--- src/rtl/ovd_pkg.sv ---
// constants shared by the overrange detector files
package ovd_pkg;
    // sample and compare widths
    localparam int OVD_SAMPLE_W = 12;
    localparam int OVD_CMP_W = 8;
    localparam int OVD_IQ_W = 16;
    localparam int OVD_SEL_W = 3;
    // stretch length is base shifted by period select
    localparam int OVD_PULSE_BASE = 8;
    localparam int OVD_PULSE_MAX = 1024;
    localparam int OVD_CNT_W = 11;
    // embedded window counter width, holds up to 2**7 samples
    localparam int OVD_WIN_W = 8;
    // register byte offsets
    localparam logic [7:0] OVD_ADDR_THRESH = 8'h00;
    localparam logic [7:0] OVD_ADDR_CFG = 8'h04;
    localparam logic [7:0] OVD_ADDR_IRQ_STAT = 8'h08;
    localparam logic [7:0] OVD_ADDR_IRQ_MASK = 8'h0c;
    localparam logic [7:0] OVD_ADDR_FLAGS = 8'h10;
    // field positions
    localparam int OVD_THR_HIGH_LSB = 0;
    localparam int OVD_THR_LOW_LSB = 8;
    localparam int OVD_CFG_SEL_LSB = 0;
    localparam int OVD_CFG_SINGLE_BIT = 4;
    localparam int OVD_CFG_CPLX_BIT = 5;
    localparam int OVD_FLAGS_EMB_LSB = 4;
    // event bit order in status, mask and flag words
    localparam int OVD_EV_A_HIGH = 0;
    localparam int OVD_EV_A_LOW = 1;
    localparam int OVD_EV_B_HIGH = 2;
    localparam int OVD_EV_B_LOW = 3;
    // values after reset
    localparam logic [7:0] OVD_THR_HIGH_RST = 8'hff;
    localparam logic [7:0] OVD_THR_LOW_RST = 8'hff;
    localparam logic [2:0] OVD_SEL_RST = 3'h0;
    localparam logic [3:0] OVD_MASK_RST = 4'h0;
endpackage

--- src/rtl/ovd_magnitude.sv ---
// absolute value of one two's complement sample, top bits kept
`timescale 1ns/1ps
`default_nettype none
module ovd_magnitude
    import ovd_pkg::*;
#(
    parameter int SAMPLE_W = OVD_SAMPLE_W,
    parameter int CMP_W = OVD_CMP_W
) (
    // clock and reset
    input wire logic ref_clk,
    input wire logic sys_rst,
    // two's complement sample in
    input wire logic code_valid,
    input wire logic [SAMPLE_W-1:0] code,
    // comparison value out
    output logic mag_valid,
    output logic [CMP_W-1:0] mag
);
    // the comparison value is a slice of the magnitude, so it must fit
    if (CMP_W > SAMPLE_W - 1) begin : g_chk
        $error("ovd_magnitude: CMP_W wider than magnitude");
    end

    typedef struct packed {
        logic valid;
        logic [CMP_W-1:0] mag;
    } ovd_mag_state_type;

    ovd_mag_state_type q, d;
    logic [SAMPLE_W-1:0] neg_code; // plain negation
    logic [SAMPLE_W-1:0] abs_code; // saturated magnitude
    logic [SAMPLE_W-1:0] code_min; // most negative code
    logic [SAMPLE_W-1:0] code_max; // most positive code

    // magnitude and slice
    always_comb begin
        code_min = {1'b1, {(SAMPLE_W-1){1'b0}}};
        code_max = {1'b0, {(SAMPLE_W-1){1'b1}}};
        neg_code = ~code + {{(SAMPLE_W-1){1'b0}}, 1'b1};
        // most negative has no positive twin, so it saturates to max
        if (!code[SAMPLE_W-1]) begin
            abs_code = code;
        end else if (code == code_min) begin
            abs_code = code_max;
        end else begin
            abs_code = neg_code;
        end
        d.valid = code_valid;
        d.mag = abs_code[SAMPLE_W-2 -: CMP_W];
    end

    // state register
    always_ff @(posedge ref_clk) begin
        if (sys_rst) begin
            q <= '0;
        end else begin
            q <= d;
        end
    end

    assign mag_valid = q.valid;
    assign mag = q.mag;
endmodule
`default_nettype wire

--- src/rtl/ovd_stretch.sv ---
// stretches one overrange hit into a flag of selectable length
`timescale 1ns/1ps
`default_nettype none
module ovd_stretch
    import ovd_pkg::*;
#(
    parameter int CNT_W = OVD_CNT_W,
    parameter int SEL_W = OVD_SEL_W
) (
    // clock and reset
    input wire logic ref_clk,
    input wire logic sys_rst,
    // hit in, length select
    input wire logic hit,
    input wire logic [SEL_W-1:0] sel,
    // stretched flag
    output logic flag
);
    // longest length must fit the counter
    if ((OVD_PULSE_BASE << ((1 << SEL_W) - 1)) >= (1 << (CNT_W + 1))) begin : g_chk
        $error("ovd_stretch: counter too narrow for longest pulse");
    end

    typedef struct packed {
        logic [CNT_W:0] cnt;
        logic flag;
    } ovd_str_state_type;

    ovd_str_state_type q, d;
    logic [CNT_W:0] len; // pulse length in clocks

    // reload on every hit so length runs from the last event
    always_comb begin
        len = (CNT_W+1)'(OVD_PULSE_BASE) << sel;
        d = q;
        if (hit) begin
            d.cnt = len;
            d.flag = 1'b1;
        end else if (q.cnt != '0) begin
            d.cnt = q.cnt - {{CNT_W{1'b0}}, 1'b1};
            d.flag = (q.cnt > {{CNT_W{1'b0}}, 1'b1});
        end else begin
            d.flag = 1'b0;
        end
    end

    // state register
    always_ff @(posedge ref_clk) begin
        if (sys_rst) begin
            q <= '0;
        end else begin
            q <= d;
        end
    end

    assign flag = q.flag;
endmodule
`default_nettype wire

--- src/rtl/ovd_detector.sv ---
// overrange detector: magnitude compare, flag pins, embedded flags, apb
// Behaviour
// - samples leave as signed two's complement codes
// - single mode carries two samples per clock
// - compare top 8 magnitude bits with thresholds
// - most negative code maps to full scale
// - both channels share the two thresholds
// - flag set when value reaches threshold
// - four flag pins, channel by threshold
// - flag stretched 8 shl select clocks
// - in-phase word LSB carries high flag
// - quadrature word LSB carries low flag
// - embedded flag high if window saw hit
// - embedded window is 2**select samples
`timescale 1ns/1ps
`default_nettype none
module ovd_detector
    import ovd_pkg::*;
#(
    parameter int SAMPLE_W = OVD_SAMPLE_W,
    parameter int CMP_W = OVD_CMP_W,
    parameter int IQ_W = OVD_IQ_W
) (
    // clock and reset
    input wire logic ref_clk,
    input wire logic sys_rst,
    // apb slave
    input wire logic [7:0] paddr,
    input wire logic psel,
    input wire logic penable,
    input wire logic pwrite,
    input wire logic [31:0] pwdata,
    output logic [31:0] prdata,
    output logic pready,
    output logic pslverr,
    // raw converter codes, offset binary
    input wire logic samp_valid,
    input wire logic [SAMPLE_W-1:0] core_code_a,
    input wire logic [SAMPLE_W-1:0] core_code_b,
    // two's complement samples out
    output logic samp_out_valid,
    output logic [SAMPLE_W-1:0] samp_a,
    output logic [SAMPLE_W-1:0] samp_b,
    // complex decimator words in
    input wire logic cplx_valid,
    input wire logic [IQ_W-1:0] cplx_i_a,
    input wire logic [IQ_W-1:0] cplx_q_a,
    input wire logic [IQ_W-1:0] cplx_i_b,
    input wire logic [IQ_W-1:0] cplx_q_b,
    // complex words out with embedded flags
    output logic cplx_out_valid,
    output logic [IQ_W-1:0] cplx_out_i_a,
    output logic [IQ_W-1:0] cplx_out_q_a,
    output logic [IQ_W-1:0] cplx_out_i_b,
    output logic [IQ_W-1:0] cplx_out_q_b,
    // flag pins to the gain control logic
    output logic chan_a_flag_high,
    output logic chan_a_flag_low,
    output logic chan_b_flag_high,
    output logic chan_b_flag_low,
    // interrupt
    output logic irq
);
    // widths the logic is built around
    if (SAMPLE_W != OVD_SAMPLE_W || CMP_W != OVD_CMP_W || IQ_W < 2) begin : g_chk
        $error("ovd_detector: unsupported width parameters");
    end

    typedef struct packed {
        logic [CMP_W-1:0] thr_high; // shared high threshold
        logic [CMP_W-1:0] thr_low; // shared low threshold
        logic [OVD_SEL_W-1:0] sel; // period select
        logic single; // single-channel mode
        logic cplx_en; // complex decimation mode
        logic [3:0] irq_stat; // sticky events
        logic [3:0] irq_mask; // event enables
        logic [31:0] rdata; // read data, caught in setup
        logic code_valid; // converted sample valid
        logic [SAMPLE_W-1:0] code_a; // two's complement a
        logic [SAMPLE_W-1:0] code_b; // two's complement b
        logic [OVD_WIN_W-1:0] win_cnt; // samples seen in window
        logic [3:0] acc; // hits seen in window
        logic [3:0] emb; // embedded flags of last window
        logic iq_valid; // complex words valid
        // complex words, LSB swapped when enabled
        logic [IQ_W-1:0] i_a;
        logic [IQ_W-1:0] q_a;
        logic [IQ_W-1:0] i_b;
        logic [IQ_W-1:0] q_b;
    } ovd_state_type;

    ovd_state_type q, d;
    logic [1:0] mag_valid; // per channel magnitude valid
    logic [CMP_W-1:0] mag [2]; // per channel comparison value
    logic [SAMPLE_W-1:0] code_arr [2]; // per channel code to magnitude
    logic [3:0] hit; // per channel, per threshold hit
    logic [3:0] flag; // stretched flags
    logic addr_ok; // address decodes to a register
    logic wr_en; // write takes effect this edge
    logic [31:0] rd_mux; // read value of addressed register
    logic [OVD_WIN_W-1:0] win_last; // last sample index of window
    logic win_end; // this sample closes the window

    // codes as an array so the channel loop can index them
    assign code_arr[0] = q.code_a;
    assign code_arr[1] = q.code_b;

    // per channel magnitude and two stretchers, one per threshold
    for (genvar ch = 0; ch < 2; ch++) begin : g_ch
        ovd_magnitude #(
            .SAMPLE_W(SAMPLE_W),
            .CMP_W(CMP_W)
        ) u_mag (
            .ref_clk(ref_clk),
            .sys_rst(sys_rst),
            .code_valid(q.code_valid),
            .code(code_arr[ch]),
            .mag_valid(mag_valid[ch]),
            .mag(mag[ch])
        );
        // same pair of thresholds for both channels
        assign hit[2*ch] = mag_valid[ch] && (mag[ch] >= q.thr_high);
        assign hit[2*ch+1] = mag_valid[ch] && (mag[ch] >= q.thr_low);
        for (genvar th = 0; th < 2; th++) begin : g_th
            ovd_stretch #(
                .CNT_W(OVD_CNT_W),
                .SEL_W(OVD_SEL_W)
            ) u_str (
                .ref_clk(ref_clk),
                .sys_rst(sys_rst),
                .hit(hit[2*ch+th]),
                .sel(q.sel),
                .flag(flag[2*ch+th])
            );
        end
    end

    // address decode; unmapped addresses answer with an error
    always_comb begin
        case (paddr)
            OVD_ADDR_THRESH, OVD_ADDR_CFG, OVD_ADDR_IRQ_STAT,
            OVD_ADDR_IRQ_MASK, OVD_ADDR_FLAGS: addr_ok = 1'b1;
            default: addr_ok = 1'b0;
        endcase
    end

    // read mux, unused bits read zero
    always_comb begin
        rd_mux = 32'h0000_0000;
        case (paddr)
            OVD_ADDR_THRESH: begin
                rd_mux[OVD_THR_HIGH_LSB +: CMP_W] = q.thr_high;
                rd_mux[OVD_THR_LOW_LSB +: CMP_W] = q.thr_low;
            end
            OVD_ADDR_CFG: begin
                rd_mux[OVD_CFG_SEL_LSB +: OVD_SEL_W] = q.sel;
                rd_mux[OVD_CFG_SINGLE_BIT] = q.single;
                rd_mux[OVD_CFG_CPLX_BIT] = q.cplx_en;
            end
            OVD_ADDR_IRQ_STAT: rd_mux[3:0] = q.irq_stat;
            OVD_ADDR_IRQ_MASK: rd_mux[3:0] = q.irq_mask;
            // live pin flags and embedded flags
            OVD_ADDR_FLAGS: begin
                rd_mux[3:0] = flag;
                rd_mux[OVD_FLAGS_EMB_LSB +: 4] = q.emb;
            end
            default: rd_mux = 32'h0000_0000;
        endcase
    end

    // zero wait states: access phase always completes
    assign pready = 1'b1;
    assign pslverr = psel && penable && !addr_ok;
    assign wr_en = psel && penable && pwrite && addr_ok;

    // window closes after 2**sel samples; >= copes with a shrinking select
    // limitation: in single mode the window counts clocks, not samples
    assign win_last = OVD_WIN_W'((1 << q.sel) - 1);
    assign win_end = (q.win_cnt >= win_last);

    // next state
    always_comb begin
        d = q;
        // read data caught in the setup cycle so prdata comes from a flop
        if (psel && !penable) begin
            d.rdata = rd_mux;
        end
        // register writes; new values apply from the following sample
        if (wr_en && paddr == OVD_ADDR_THRESH) begin
            d.thr_high = pwdata[OVD_THR_HIGH_LSB +: CMP_W];
            d.thr_low = pwdata[OVD_THR_LOW_LSB +: CMP_W];
        end
        if (wr_en && paddr == OVD_ADDR_CFG) begin
            d.sel = pwdata[OVD_CFG_SEL_LSB +: OVD_SEL_W];
            d.single = pwdata[OVD_CFG_SINGLE_BIT];
            d.cplx_en = pwdata[OVD_CFG_CPLX_BIT];
        end
        // the mask gates only the interrupt, never the pins
        if (wr_en && paddr == OVD_ADDR_IRQ_MASK) begin
            d.irq_mask = pwdata[3:0];
        end
        // write one to clear, a hit in the same cycle wins
        if (wr_en && paddr == OVD_ADDR_IRQ_STAT) begin
            d.irq_stat = q.irq_stat & ~pwdata[3:0];
        end
        // set applied after the clear, so a new event survives
        d.irq_stat = d.irq_stat | hit;
        // offset binary to two's complement by flipping the sign bit
        d.code_valid = samp_valid;
        if (samp_valid) begin
            d.code_a = {~core_code_a[SAMPLE_W-1], core_code_a[SAMPLE_W-2:0]};
            d.code_b = {~core_code_b[SAMPLE_W-1], core_code_b[SAMPLE_W-2:0]};
        end
        // in single mode b carries the falling-edge sample, so both
        // channels see a sample every clock and the window counts clocks
        // of channel a; the flags stay per channel for the far end to OR
        if (mag_valid[0]) begin
            if (win_end) begin
                d.emb = q.acc | hit;
                d.acc = 4'h0;
                d.win_cnt = '0;
            end else begin
                d.acc = q.acc | hit;
                d.win_cnt = q.win_cnt + {{(OVD_WIN_W-1){1'b0}}, 1'b1};
            end
        end
        // complex words: LSB swapped for the embedded flag
        d.iq_valid = cplx_valid;
        if (cplx_valid) begin
            d.i_a = {cplx_i_a[IQ_W-1:1], q.cplx_en ? q.emb[OVD_EV_A_HIGH] : cplx_i_a[0]};
            d.q_a = {cplx_q_a[IQ_W-1:1], q.cplx_en ? q.emb[OVD_EV_A_LOW] : cplx_q_a[0]};
            d.i_b = {cplx_i_b[IQ_W-1:1], q.cplx_en ? q.emb[OVD_EV_B_HIGH] : cplx_i_b[0]};
            d.q_b = {cplx_q_b[IQ_W-1:1], q.cplx_en ? q.emb[OVD_EV_B_LOW] : cplx_q_b[0]};
        end
    end

    // state register
    always_ff @(posedge ref_clk) begin
        if (sys_rst) begin
            q <= '0;
            // settings come up at their reset values
            q.thr_high <= OVD_THR_HIGH_RST;
            q.thr_low <= OVD_THR_LOW_RST;
            q.sel <= OVD_SEL_RST;
            q.irq_mask <= OVD_MASK_RST;
        end else begin
            q <= d;
        end
    end

    // outputs
    assign prdata = q.rdata;
    // sample and complex words leave from flops
    assign samp_out_valid = q.code_valid;
    assign samp_a = q.code_a;
    assign samp_b = q.code_b;
    assign cplx_out_valid = q.iq_valid;
    assign cplx_out_i_a = q.i_a;
    assign cplx_out_q_a = q.q_a;
    assign cplx_out_i_b = q.i_b;
    assign cplx_out_q_b = q.q_b;
    // four pins, one per channel and threshold
    assign chan_a_flag_high = flag[OVD_EV_A_HIGH];
    assign chan_a_flag_low = flag[OVD_EV_A_LOW];
    assign chan_b_flag_high = flag[OVD_EV_B_HIGH];
    assign chan_b_flag_low = flag[OVD_EV_B_LOW];
    // level interrupt while an unmasked event is pending
    assign irq = |(q.irq_stat & q.irq_mask);
endmodule
`default_nettype wire

--- config.mk ---
export PLATFORM = sky130hd
export DESIGN_NAME = ovd_detector
export DESIGN_NICKNAME = d
export VERILOG_FILES = /design/src/rtl/ovd_pkg.sv /design/src/rtl/ovd_magnitude.sv /design/src/rtl/ovd_stretch.sv /design/src/rtl/ovd_detector.sv
export SDC_FILE = /design/constraint.sdc
export NUM_CORES = 1
export LEC_CHECK = 0
export ABC_AREA = 1
export BUFFER_PORTS_ARGS = -buffer_cell sky130_fd_sc_hd__buf_2
export CELL_PAD_IN_SITES_DETAIL_PLACEMENT = 0
export CELL_PAD_IN_SITES_GLOBAL_PLACEMENT = 1
export CORE_ASPECT_RATIO = 0.9
export CORE_MARGIN = 8
export CORE_UTILIZATION = 43
export CTS_BUF_LIST = sky130_fd_sc_hd__clkbuf_4 sky130_fd_sc_hd__clkbuf_8
export DETAILED_ROUTE_END_ITERATION = 12
export PLACE_DENSITY_LB_ADDON = 0.1
export SLEW_MARGIN = 0
export SYNTH_ARGS = -nofsm -noshare
export SYNTH_HDL_FRONTEND = slang
export SYNTH_SLANG_ARGS = --single-unit
--- constraint.sdc ---
create_clock -name ref_clk -period 4.72 [get_ports ref_clk]
set_input_delay 0.472 -clock ref_clk [delete_from_list [all_inputs] [get_ports ref_clk]]
set_output_delay 0.472 -clock ref_clk [all_outputs]
set_load 0.1 [all_outputs]
==> qor_table.md, run 1 <==
| Quantity | This run | Unit |
|:---|:---|:---|
| Total Wirelength | 32,900 | um |
| Reg-to-reg setup timing slack | 1.56 | ns |
| Count of final setup violators | 0 | - |
| Cell depth of the worst setup path | 18 | - |
| Hold/Removal Path Class | in2reg | - |
| Combinational family with the most area after synthesis | simple AND/OR/NAND/NOR gates | - |
| Final-report hold violation count | 0 | - |
| Final instance area | 13,100 | um2 |
| Count of yosys warnings during synthesis | 0 | - |
| Final core area utilization | 48.8 | % |
| Capturing element type of the critical path | flop | - |
| Post-Place Cells | 2,088 | - |
| Critical R2R Launch | q[149] | - |
| Worst-path fanout max | 11 | - |
| Multiplexer share of the synthesized area | 0 | % |
| Period Utilization, post-route | 67.0 | % |
| DIE HEIGHT | 173 | um |
| Nature of the critical path startpoint | flop | - |
| Setup clock skew after layout | 0.0270 | ns |
| Pin count of the biggest net entering global routing | 83 | - |
| Root cell of the clock tree | clkbuf_8 | - |
| Mean routed wirelength per cell | 15.3 | um |
| Critical path start-end classification | reg2reg | - |
| Most frequent cell on the critical path | nand2_1 | - |
| Top-count cell post-synth | nand2_1 | - |
| Total of hold buffers inserted after clock tree synthesis | 0 | - |
| Setup crit end | q[75] | - |
| Power per Cell Area | 502 | nW/um2 |
| Gate count after technology mapping | 1,658 | - |
| Part of the Yosys area used for sequential elements | 37.5 | % |
| Critical-path cell with the highest stage delay | nand2_1 | - |
| Final cell count without fillers | 2,158 | - |
| Count of routing violations after the opening detailed-route iteration | 619 | - |
| TritonCTS Buffers | 41 | - |
| Multi-input combinational cell area | 5620 | um2 |
| Logic depth of the worst register-to-register path | 18 | - |
| Via-per-instance ratio | 4.80 | - |
| Placed Instance Area | 12,300 | um2 |
| Number of buffers added for setup after CTS | 0 | - |
| Die Span X | 190 | um |
| Total I/O pin count | 264 | - |
| Synthesized-area fraction occupied by xor and xnor cells | 1.71 | % |
| Post-synthesis area per instance | 7.09 | um2 |
| Sum of buffers and inverters on the critical path | 3 | - |
| Cell types with the largest area share after synthesis | dfxtp_1 (37%), nand2_1 (9.5%), nor2_1 (8.9%) | - |
| Adder-cell area share of the yosys netlist | 5.32 | % |
| TritonCTS Sinks | 220 | - |
| Fillcell total | 2,869 | - |
| Top delay family on crit path | simple AND/OR/NAND/NOR gates | - |
| Area added between synthesis and finish | 11.8 | % |
| H-tree level count | 2 | - |
| Summed instance area of the synthesized netlist | 11,800 | um2 |
| Main synth FF type | dfxtp_1 | - |
| Largest stage delay on the critical path | 0.40 | ns |
| Worst path required time | 5.14 | ns |
| Count of flip-flops with a built-in enable after synthesis | 0 | - |
| Data arrival time of the critical path | 3.59 | ns |
| Post-synthesis register bit count | 220 | - |
| Setup repair after global routing missed its margin | false | - |
| Slew Viols, Final | 0 | - |
| Leading cell types by count after synthesis | nand2_1 (296), nor2_1 (279), dfxtp_1 (220) | - |
| Post-cts gate resize count | 0 | - |
| Fraction of registers with async set or reset after synthesis | 0 | % |
| Core Rows | 57 | - |
| Number of detailed-routing iterations run before antenna repair | 5 | - |
| Summed negative setup slack over all endpoints | 0 | ns |
| Die outline area | 32,900 | um2 |
| Seq. cell area | 4400 | um2 |
| DR vias | 10.4k | - |
| Fraction of layout instances using a drive strength above 1 | 20.6 | % |
| Highest attainable clock frequency | 0.316 | GHz |
| Number of antenna violations at the first check in global routing | 5 | - |
| Routability-driven placement congestion ratio | 0.806 | - |
| Max-capacitance violation count | 0 | - |
| Area fraction in compound gates after synthesis | 13.1 | % |
| Crit path from | q[149] | - |
| Sum of net half-perimeters after detailed placement | 24,200 | um |
| Clock period minus final worst setup slack | 3.16 | ns |
| Clock tree from TritonCTS | done | - |
| Input/output buffers | 230 | - |
| Yosys top cell by area | dfxtp_1 | - |
| Unique cell type count in the Yosys netlist | 47 | - |
| Measured slew at the worst slew-check pin | 1.15 | ns |
| Initial core utilization | 43.6 | % |
| Clock latency reported for the late side of the worst-skew pair | 0.56 | ns |
| Capturing point of the worst reg2reg path | q[75] | - |
| Number of global-route vias before repair | 10.1k | - |
| Leakage power total | 6.77 | nW |
| Worst vdd rail ir drop | 0.242 | mV |
| Global-route usage over all layers | 19.5 | % |
| Cell breakdown of the critical path | inv_1 > nand2_1 > nor2_1 > inv_1 > ha_1 > inv_1 > nor4_1 > nand2_1 > nand2_1 > o21ai_0 > ha_1 > nand2_1 > nor2_1 > nand4_1 > nand3_1 > nand2_2 > nand2_1 > nor3_1 | - |
| Final routed DRC violation total | 0 | - |
| Slew Limit Headroom | 23.2 | % |
| Status | finished clean | - |
| Post-Synth Simple-Gate Area | 27.0 | % |
| GRT overflow | 0 | - |
| Net count of the finished layout | 1,962 | - |
| Number of routed nets with antenna violations | 0 | - |
| Top-area cell type share of the netlist area | 37.5 | % |
| Clock slew at the register clock pins of the worst setup and hold paths | 0.06 | ns |
| Core region area | 27,000 | um2 |
| Number of buffers between clock root and the deepest sink | 3 | - |
| First-pass GRT wire length | 53,200 | um |
==> flip-flops by register name, indices dropped and copies added (netlist names) <==
register	flops
g_ch.u_mag.mag_valid	1
samp_a	12
q	45
prdata	16
cplx_out_valid	1
cplx_out_q_b	16
samp_out_valid	1
cplx_out_i_a	16
g_ch.g_th.u_str.q	48
samp_b	12
cplx_out_q_a	16
g_ch.u_mag.mag	16
cplx_out_i_b	16
g_ch.g_th.u_str.flag	4
==> routing by layer <==
| metal | global-route usage, % | part of all wire, % |
|---|---|---|
| met1 | 26.5 | 48 |
| met2 | 28.3 | 41 |
| met3 | 7.88 | 9.2 |
| met4 | 4.59 | 1.7 |
| met5 | 0 | 0.19 |
==> cell families after synthesis <==
group,after synthesis
flops,220
xor+xnor,23
compound gates,292
fa+ha+maj,50
buf+inv,341
simple gates,730
other cells,2
==> layout make-up <==
cell class	instances	share of cell area, %
Clock inverter	10	0.904
Timing Repair Buffer	235	9.04
Sequential cell	220	33.5
Inverter	166	4.81
Tap cell	354	3.37
Clock buffer	59	5.65
Multi-Input combinational cell	1113	42.7
Antenna cell	1	0.0190
==> how the worst min path moves through the flow <==
stage                     from                      end  cells past startpoint
4_1_cts        core_code_b[11]               samp_b[11]                      2
3_3_place_gp    samp_out_valid  g_ch[1].u_mag.mag_valid                      2
5_1_grt        core_code_b[11]               samp_b[11]                      2
3_5_place_dp    samp_out_valid  g_ch[1].u_mag.mag_valid                      2
2_1_floorplan            q[69]                    q[69]                      2
6_report       core_code_b[11]               samp_b[11]                      2
==> metrics by stage <==
stage | hold slack [ns] | worst slack, ns | power (mW)
final | 0.0801 | 1.56 | 6.60
after global routing | 0.0687 | 1.18 | 7.08
after CTS | 0.0498 | 1.58 | 6.67
after detailed placement | 0.420 | 1.62 | 4.67
after global placement | 0.428 | 1.63 | 4.66
after floorplan | 0.432 | 1.30 | 4.29
==> report_power, final <==
group          internal (mW)  total (mW)  leakage [nW]  switching, mW
combinational          0.664        2.35          4.49           1.69
sequential              2.10        2.28          1.81          0.182
clock                   1.13        1.96         0.462          0.834
total                   3.89        6.60          6.77           2.71
==> layout by cell type (no fill, tap or decap), types with 4 or more instances in the layout <==
master    count
o21ai_1       4
ha_1         50
a21oi_1     110
buf_4         5
clkinv_2      6
o21ai_0     155
nor3_4        4
nor3_1       17
clkbuf_4     11
nand2_2       8
inv_1       149
nand4_1       7
nor2_2       14
nand2_1     296
clkbuf_8     48
buf_2       230
o211ai_2      5
nor2_1      279
conb_1       18
nand3_2       5
dfxtp_1     220
inv_2        11
o21a_1        6
a211oi_1      4
xor2_1       21
nand3_1      78
Power figures use the tool's default switching activity.
==> run 2, diff against run 1 <==
--- a/config.mk
+++ b/config.mk
@@ -5,13 +5,13 @@
 export SDC_FILE = /design/constraint.sdc
 export NUM_CORES = 1
 export LEC_CHECK = 0
-export ABC_AREA = 1
+export ABC_AREA = 0
 export BUFFER_PORTS_ARGS = -buffer_cell sky130_fd_sc_hd__buf_2
 export CELL_PAD_IN_SITES_DETAIL_PLACEMENT = 0
 export CELL_PAD_IN_SITES_GLOBAL_PLACEMENT = 1
 export CORE_ASPECT_RATIO = 0.9
 export CORE_MARGIN = 8
-export CORE_UTILIZATION = 43
+export CORE_UTILIZATION = 37
 export CTS_BUF_LIST = sky130_fd_sc_hd__clkbuf_4 sky130_fd_sc_hd__clkbuf_8
 export DETAILED_ROUTE_END_ITERATION = 12
 export PLACE_DENSITY_LB_ADDON = 0.1
==> constraint.sdc (replaced) <==
create_clock -name ref_clk -period 2.6 [get_ports ref_clk]
set_input_delay 0.26 -clock ref_clk [delete_from_list [all_inputs] [get_ports ref_clk]]
set_output_delay 0.26 -clock ref_clk [all_outputs]
set_load 0.1 [all_outputs]
==> qor_table.md, run 2 <==
| Quantity | This run | Unit | Delta |
|:---|:---|:---|:---|
| Status | finished clean | - |  |
| Die Span X | 198 | um | +4.2% |
| Combinational family with the most area after synthesis | simple AND/OR/NAND/NOR gates | - |  |
| Input/output buffers | 230 | - | unchanged |
| Number of buffers between clock root and the deepest sink | 3 | - | unchanged |
| Multi-input combinational cell area | 5520 | um2 | -1.7% |
| Leakage power total | 6.43 | nW | -5.0% |
| Adder-cell area share of the yosys netlist | 5.66 | % | +0.34 points |
| Pre-CTS WS | 0.00752 | ns | -1.61 ns |
| Power dissipated by switching net loads | 4.31 | mW | +59% |
| Setup clock skew after layout | 0.0206 | ns | -0.00640 ns |
| Clock slew at the register clock pins of the worst setup and hold paths | 0.07 | ns | about the same |
| Routability-driven placement congestion ratio | 0.783 | - | -2.8% |
| Sum of buffers and inverters on the critical path | 1 | - | -2 |
| Post-Synth Simple-Gate Area | 17.7 | % | -9.3 points |
| Sum of net half-perimeters after detailed placement | 22,400 | um | -7.5% |
| Cell internal power dissipation | 7.17 | mW | +84% |
| Mean routed wirelength per cell | 16.4 | um | +7.6% |
| Number of routed nets with antenna violations | 0 | - | unchanged |
| Largest stage delay on the critical path | 0.43 | ns | +0.03 ns |
| Total I/O pin count | 264 | - | unchanged |
| TritonCTS Buffers | 40 | - | -2.4% |
| Busiest metal layer after global routing | met2 | - |  |
| Met2 Use GR | 27.6 | % | -0.66 points |
| Pin count of the biggest net entering global routing | 173 | - | +110% |
| Placed Instance Area | 12,000 | um2 | -2.5% |
| Slew Limit Headroom | 38.8 | % | +16 points |
| Slew Viols, Final | 0 | - | unchanged |
| Via-per-instance ratio | 4.74 | - | -1.1% |
| Share of power burned in the clock network | 29.8 | % | about the same |
| Cell types with the largest area share after synthesis | dfxtp_1 (40%), mux2i_1 (10%), buf_4 (8.3%) | - |  |
| Number of flip-flops under the largest register name | 48 | - | unchanged |
| Unique cell type count in the Yosys netlist | 61 | - | +30% |
| Global Route met1 Usage | 22.8 | % | -3.7 points |
| Number of diodes added for antenna fixing | 0 | - | -1 |
| Area fraction in compound gates after synthesis | 12.1 | % | -1.0 points |
| Portion of total power attributed to combinational logic | 33.5 | % | -2.2 points |
| Final instance area | 13,800 | um2 | +5.3% |
| Fraction of registers with async set or reset after synthesis | 0 | % | unchanged |
| Global-route usage over all layers | 17.0 | % | -2.5 points |
| Post-synthesis area per instance | 8.85 | um2 | +25% |
| Worst vdd rail ir drop | 0.490 | mV | +100% |
| Switch share | 37.5 | % | -3.5 points |
| Most common cell after layout, fill and taps aside | buf_2 | - |  |
| Summed negative setup slack over all endpoints | 0 | ns | unchanged |
| Setup repair after global routing missed its margin | true | - |  |
| Final routed DRC violation total | 0 | - | unchanged |
| Reg-to-reg setup timing slack | 0.12 | ns | -1.43 ns |
| Clock latency reported for the late side of the worst-skew pair | 0.55 | ns | about the same |
| Data arrival time of the critical path | 2.85 | ns | -0.74 ns |
| GRT met3 Usage | 3.38 | % | -4.5 points |
| Top Registers | g_ch.g_th.u_str.q x48, q x45 | - |  |
| Yosys top cell by area | dfxtp_1 | - |  |
| Period Utilization, post-route | 95.3 | % | +28 points |
| Nature of the critical path startpoint | flop | - |  |
| Fraction of power consumed by sequential logic | 36.7 | % | +2.1 points |
| Seq. cell area | 4410 | um2 | +0.14% |
| TritonCTS Sinks | 220 | - | unchanged |
| Number of global-route vias before repair | 8,956 | - | -12% |
| Final core area utilization | 46.7 | % | -2.1 points |
| Commonest cells after routing, fill and taps aside | buf_2 (228), dfxtp_1 (217), nor2_1 (183) | - |  |
| Multiplexer share of the synthesized area | 10.8 | % | +11 points |
| Die outline area | 35,700 | um2 | +8.5% |
| Count of yosys warnings during synthesis | 0 | - | unchanged |
| GRT overflow | 0 | - | unchanged |
| Area added between synthesis and finish | 25.2 | % |  |
| Summed instance area of the synthesized netlist | 11,100 | um2 | -5.9% |
| Post-Place Cells | 1,748 | - | -16% |
| Part of the Yosys area used for sequential elements | 39.8 | % | +2.4 points |
| Fillcell total | 2,919 | - | +1.7% |
| Capturing element type of the critical path | flop | - |  |
| Final-report hold violation count | 0 | - | unchanged |
| Count of final setup violators | 0 | - | unchanged |
| Post-synthesis register bit count | 220 | - | unchanged |
| Fraction of layout instances using a drive strength above 1 | 24.9 | % | +4.2 points |
| Count of routing violations after the opening detailed-route iteration | 398 | - | -36% |
| Number of antenna violations at the first check in global routing | 1 | - | -4 |
| Leading cell types by count after synthesis | dfxtp_1 (220), nor2_1 (183), buf_4 (122) | - |  |
| Most flops, register | g_ch.g_th.u_str.q | - |  |
| Top-count cell post-synth | dfxtp_1 | - |  |
| Net count of the finished layout | 1,668 | - | -15% |
| Initial core utilization | 37.3 | % | -6.3 points |
| Top delay family on crit path | compound AO/OA/AOI/OAI gates | - |  |
| Root cell of the clock tree | clkbuf_8 | - |  |
| Synthesized-area fraction occupied by xor and xnor cells | 1.98 | % | +0.27 points |
| Core Rows | 60 | - | +5.3% |
| Main synth FF type | dfxtp_1 | - |  |
| Cell breakdown of the critical path | nor3_4 > inv_2 > ha_4 > nor3_2 > a21oi_1 > o21a_1 > ha_1 > nand4_1 > o31ai_4 > and2_1 > a211oi_1 | - |  |
| Total Wirelength | 31,500 | um | -4.5% |
| Core region area | 29,700 | um2 | +10% |
| Power per Cell Area | 829 | nW/um2 | +65% |
| First-pass GRT wire length | 49,600 | um | -6.9% |
| Count of flip-flops with a built-in enable after synthesis | 0 | - | unchanged |
| Gate count after technology mapping | 1,250 | - | -25% |
| Critical-path cell with the highest stage delay | o31ai_4 | - |  |
| Top-area cell type share of the netlist area | 39.8 | % | +2.4 points |
| DR vias | 9,087 | - | -12% |
| Worst-path fanout max | 6 | - | -5 |
| Highest attainable clock frequency | 0.404 | GHz | +28% |
| Worst path required time | 2.98 | ns | -2.16 ns |
| Max-capacitance violation count | 0 | - | unchanged |
| DIE HEIGHT | 180 | um | +4.1% |
| Worst setup slack after layout | 0.122 | ns | -1.43 ns |
| Clock tree from TritonCTS | done | - |  |
| Measured slew at the worst slew-check pin | 0.918 | ns | -0.233 ns |
| Final cell count without fillers | 1,916 | - | -11% |
| Number of detailed-routing iterations run before antenna repair | 4 | - | -1 |
| H-tree level count | 2 | - | unchanged |
| Critical path start-end classification | reg2reg | - |  |
| Clock period minus final worst setup slack | 2.48 | ns | -0.686 ns |
| Hold/Removal Path Class | in2reg | - |  |
-- run 2: per-stage QoR --
stage / hold slack (ns) / power (mW)
2_1_floorplan: 0.360 / 7.36
3_3_place_gp: 0.439 / 7.99
3_5_place_dp: 0.442 / 8.03
4_1_cts: 0.00266 / 11.7
5_1_grt: 0.0328 / 12.3
6_report: 0.0207 / 11.5
-- run 2: what timing repair did --
item | 4_1_cts | 5_1_grt
buffers inserted | 0 | 1
hold endpoints to repair | 96 | 0
setup endpoints to repair | 2 | 16
gates cloned | 0 | 0
hold buffers | 95 | 0
gates resized for setup | 0 | 17
pin swaps | 1 | 9
-- run 2: kinds of logic (layout without fill, tap and decap cells) --
logic type,after synthesis,after routing
adder cells (fa/ha/maj),50,50
XOR/XNOR,25,25
other,2,18
AO/OA/AOI/OAI,207,207
flip-flops,220,220
buffers and inverters,224,471
multiplexers,119,119
AND/OR/NAND/NOR,403,403
-- run 2: worst reg2reg max path, stage by stage, from the launching register on --
cell and delay [ns]:
dfxtp_4 0.36, nor3_4 0.21, inv_2 0.07, ha_4 0.18
nor3_2 0.09, a21oi_1 0.05, o21a_1 0.17, ha_1 0.27
nand4_1 0.13, o31ai_4 0.43, and2_1 0.26, a211oi_1 0.09
-- run 2: per-layer routing --
metal  vias up  share of wire, %
li1       4716                 -
met1      4100                47
met2       230                45
met3        41               6.7
met4         0               1.8
met5         -                 0
-- run 2: final timing paths --
path         startpoint  cells after the start         to
min reg2reg   prdata[7]                      2  prdata[7]
max              q[148]                     11      q[66]
max reg2reg      q[148]                     11      q[66]
min           pwdata[4]                      3     q[163]
-- run 2: area by class of cell --
type | instances | share of cell area (%)
inverters | 41 | 1.11
flip-flops and latches | 220 | 31.8
repair buffers | 358 | 17.4
clock inverters | 9 | 0.407
well taps | 403 | 3.64
multi-input cells | 822 | 39.9
clock buffers | 63 | 5.72
-- run 2: power groups by stage --
stage / Combinational [mW] / Clock, mW / Sequential (mW)
after floorplan: 2.99 / 0 / 4.38
after global placement: 3.71 / 0 / 4.28
after detailed placement: 3.74 / 0 / 4.29
after CTS: 3.88 / 3.56 / 4.22
after global routing: 4.26 / 3.70 / 4.29
final: 3.84 / 3.42 / 4.22
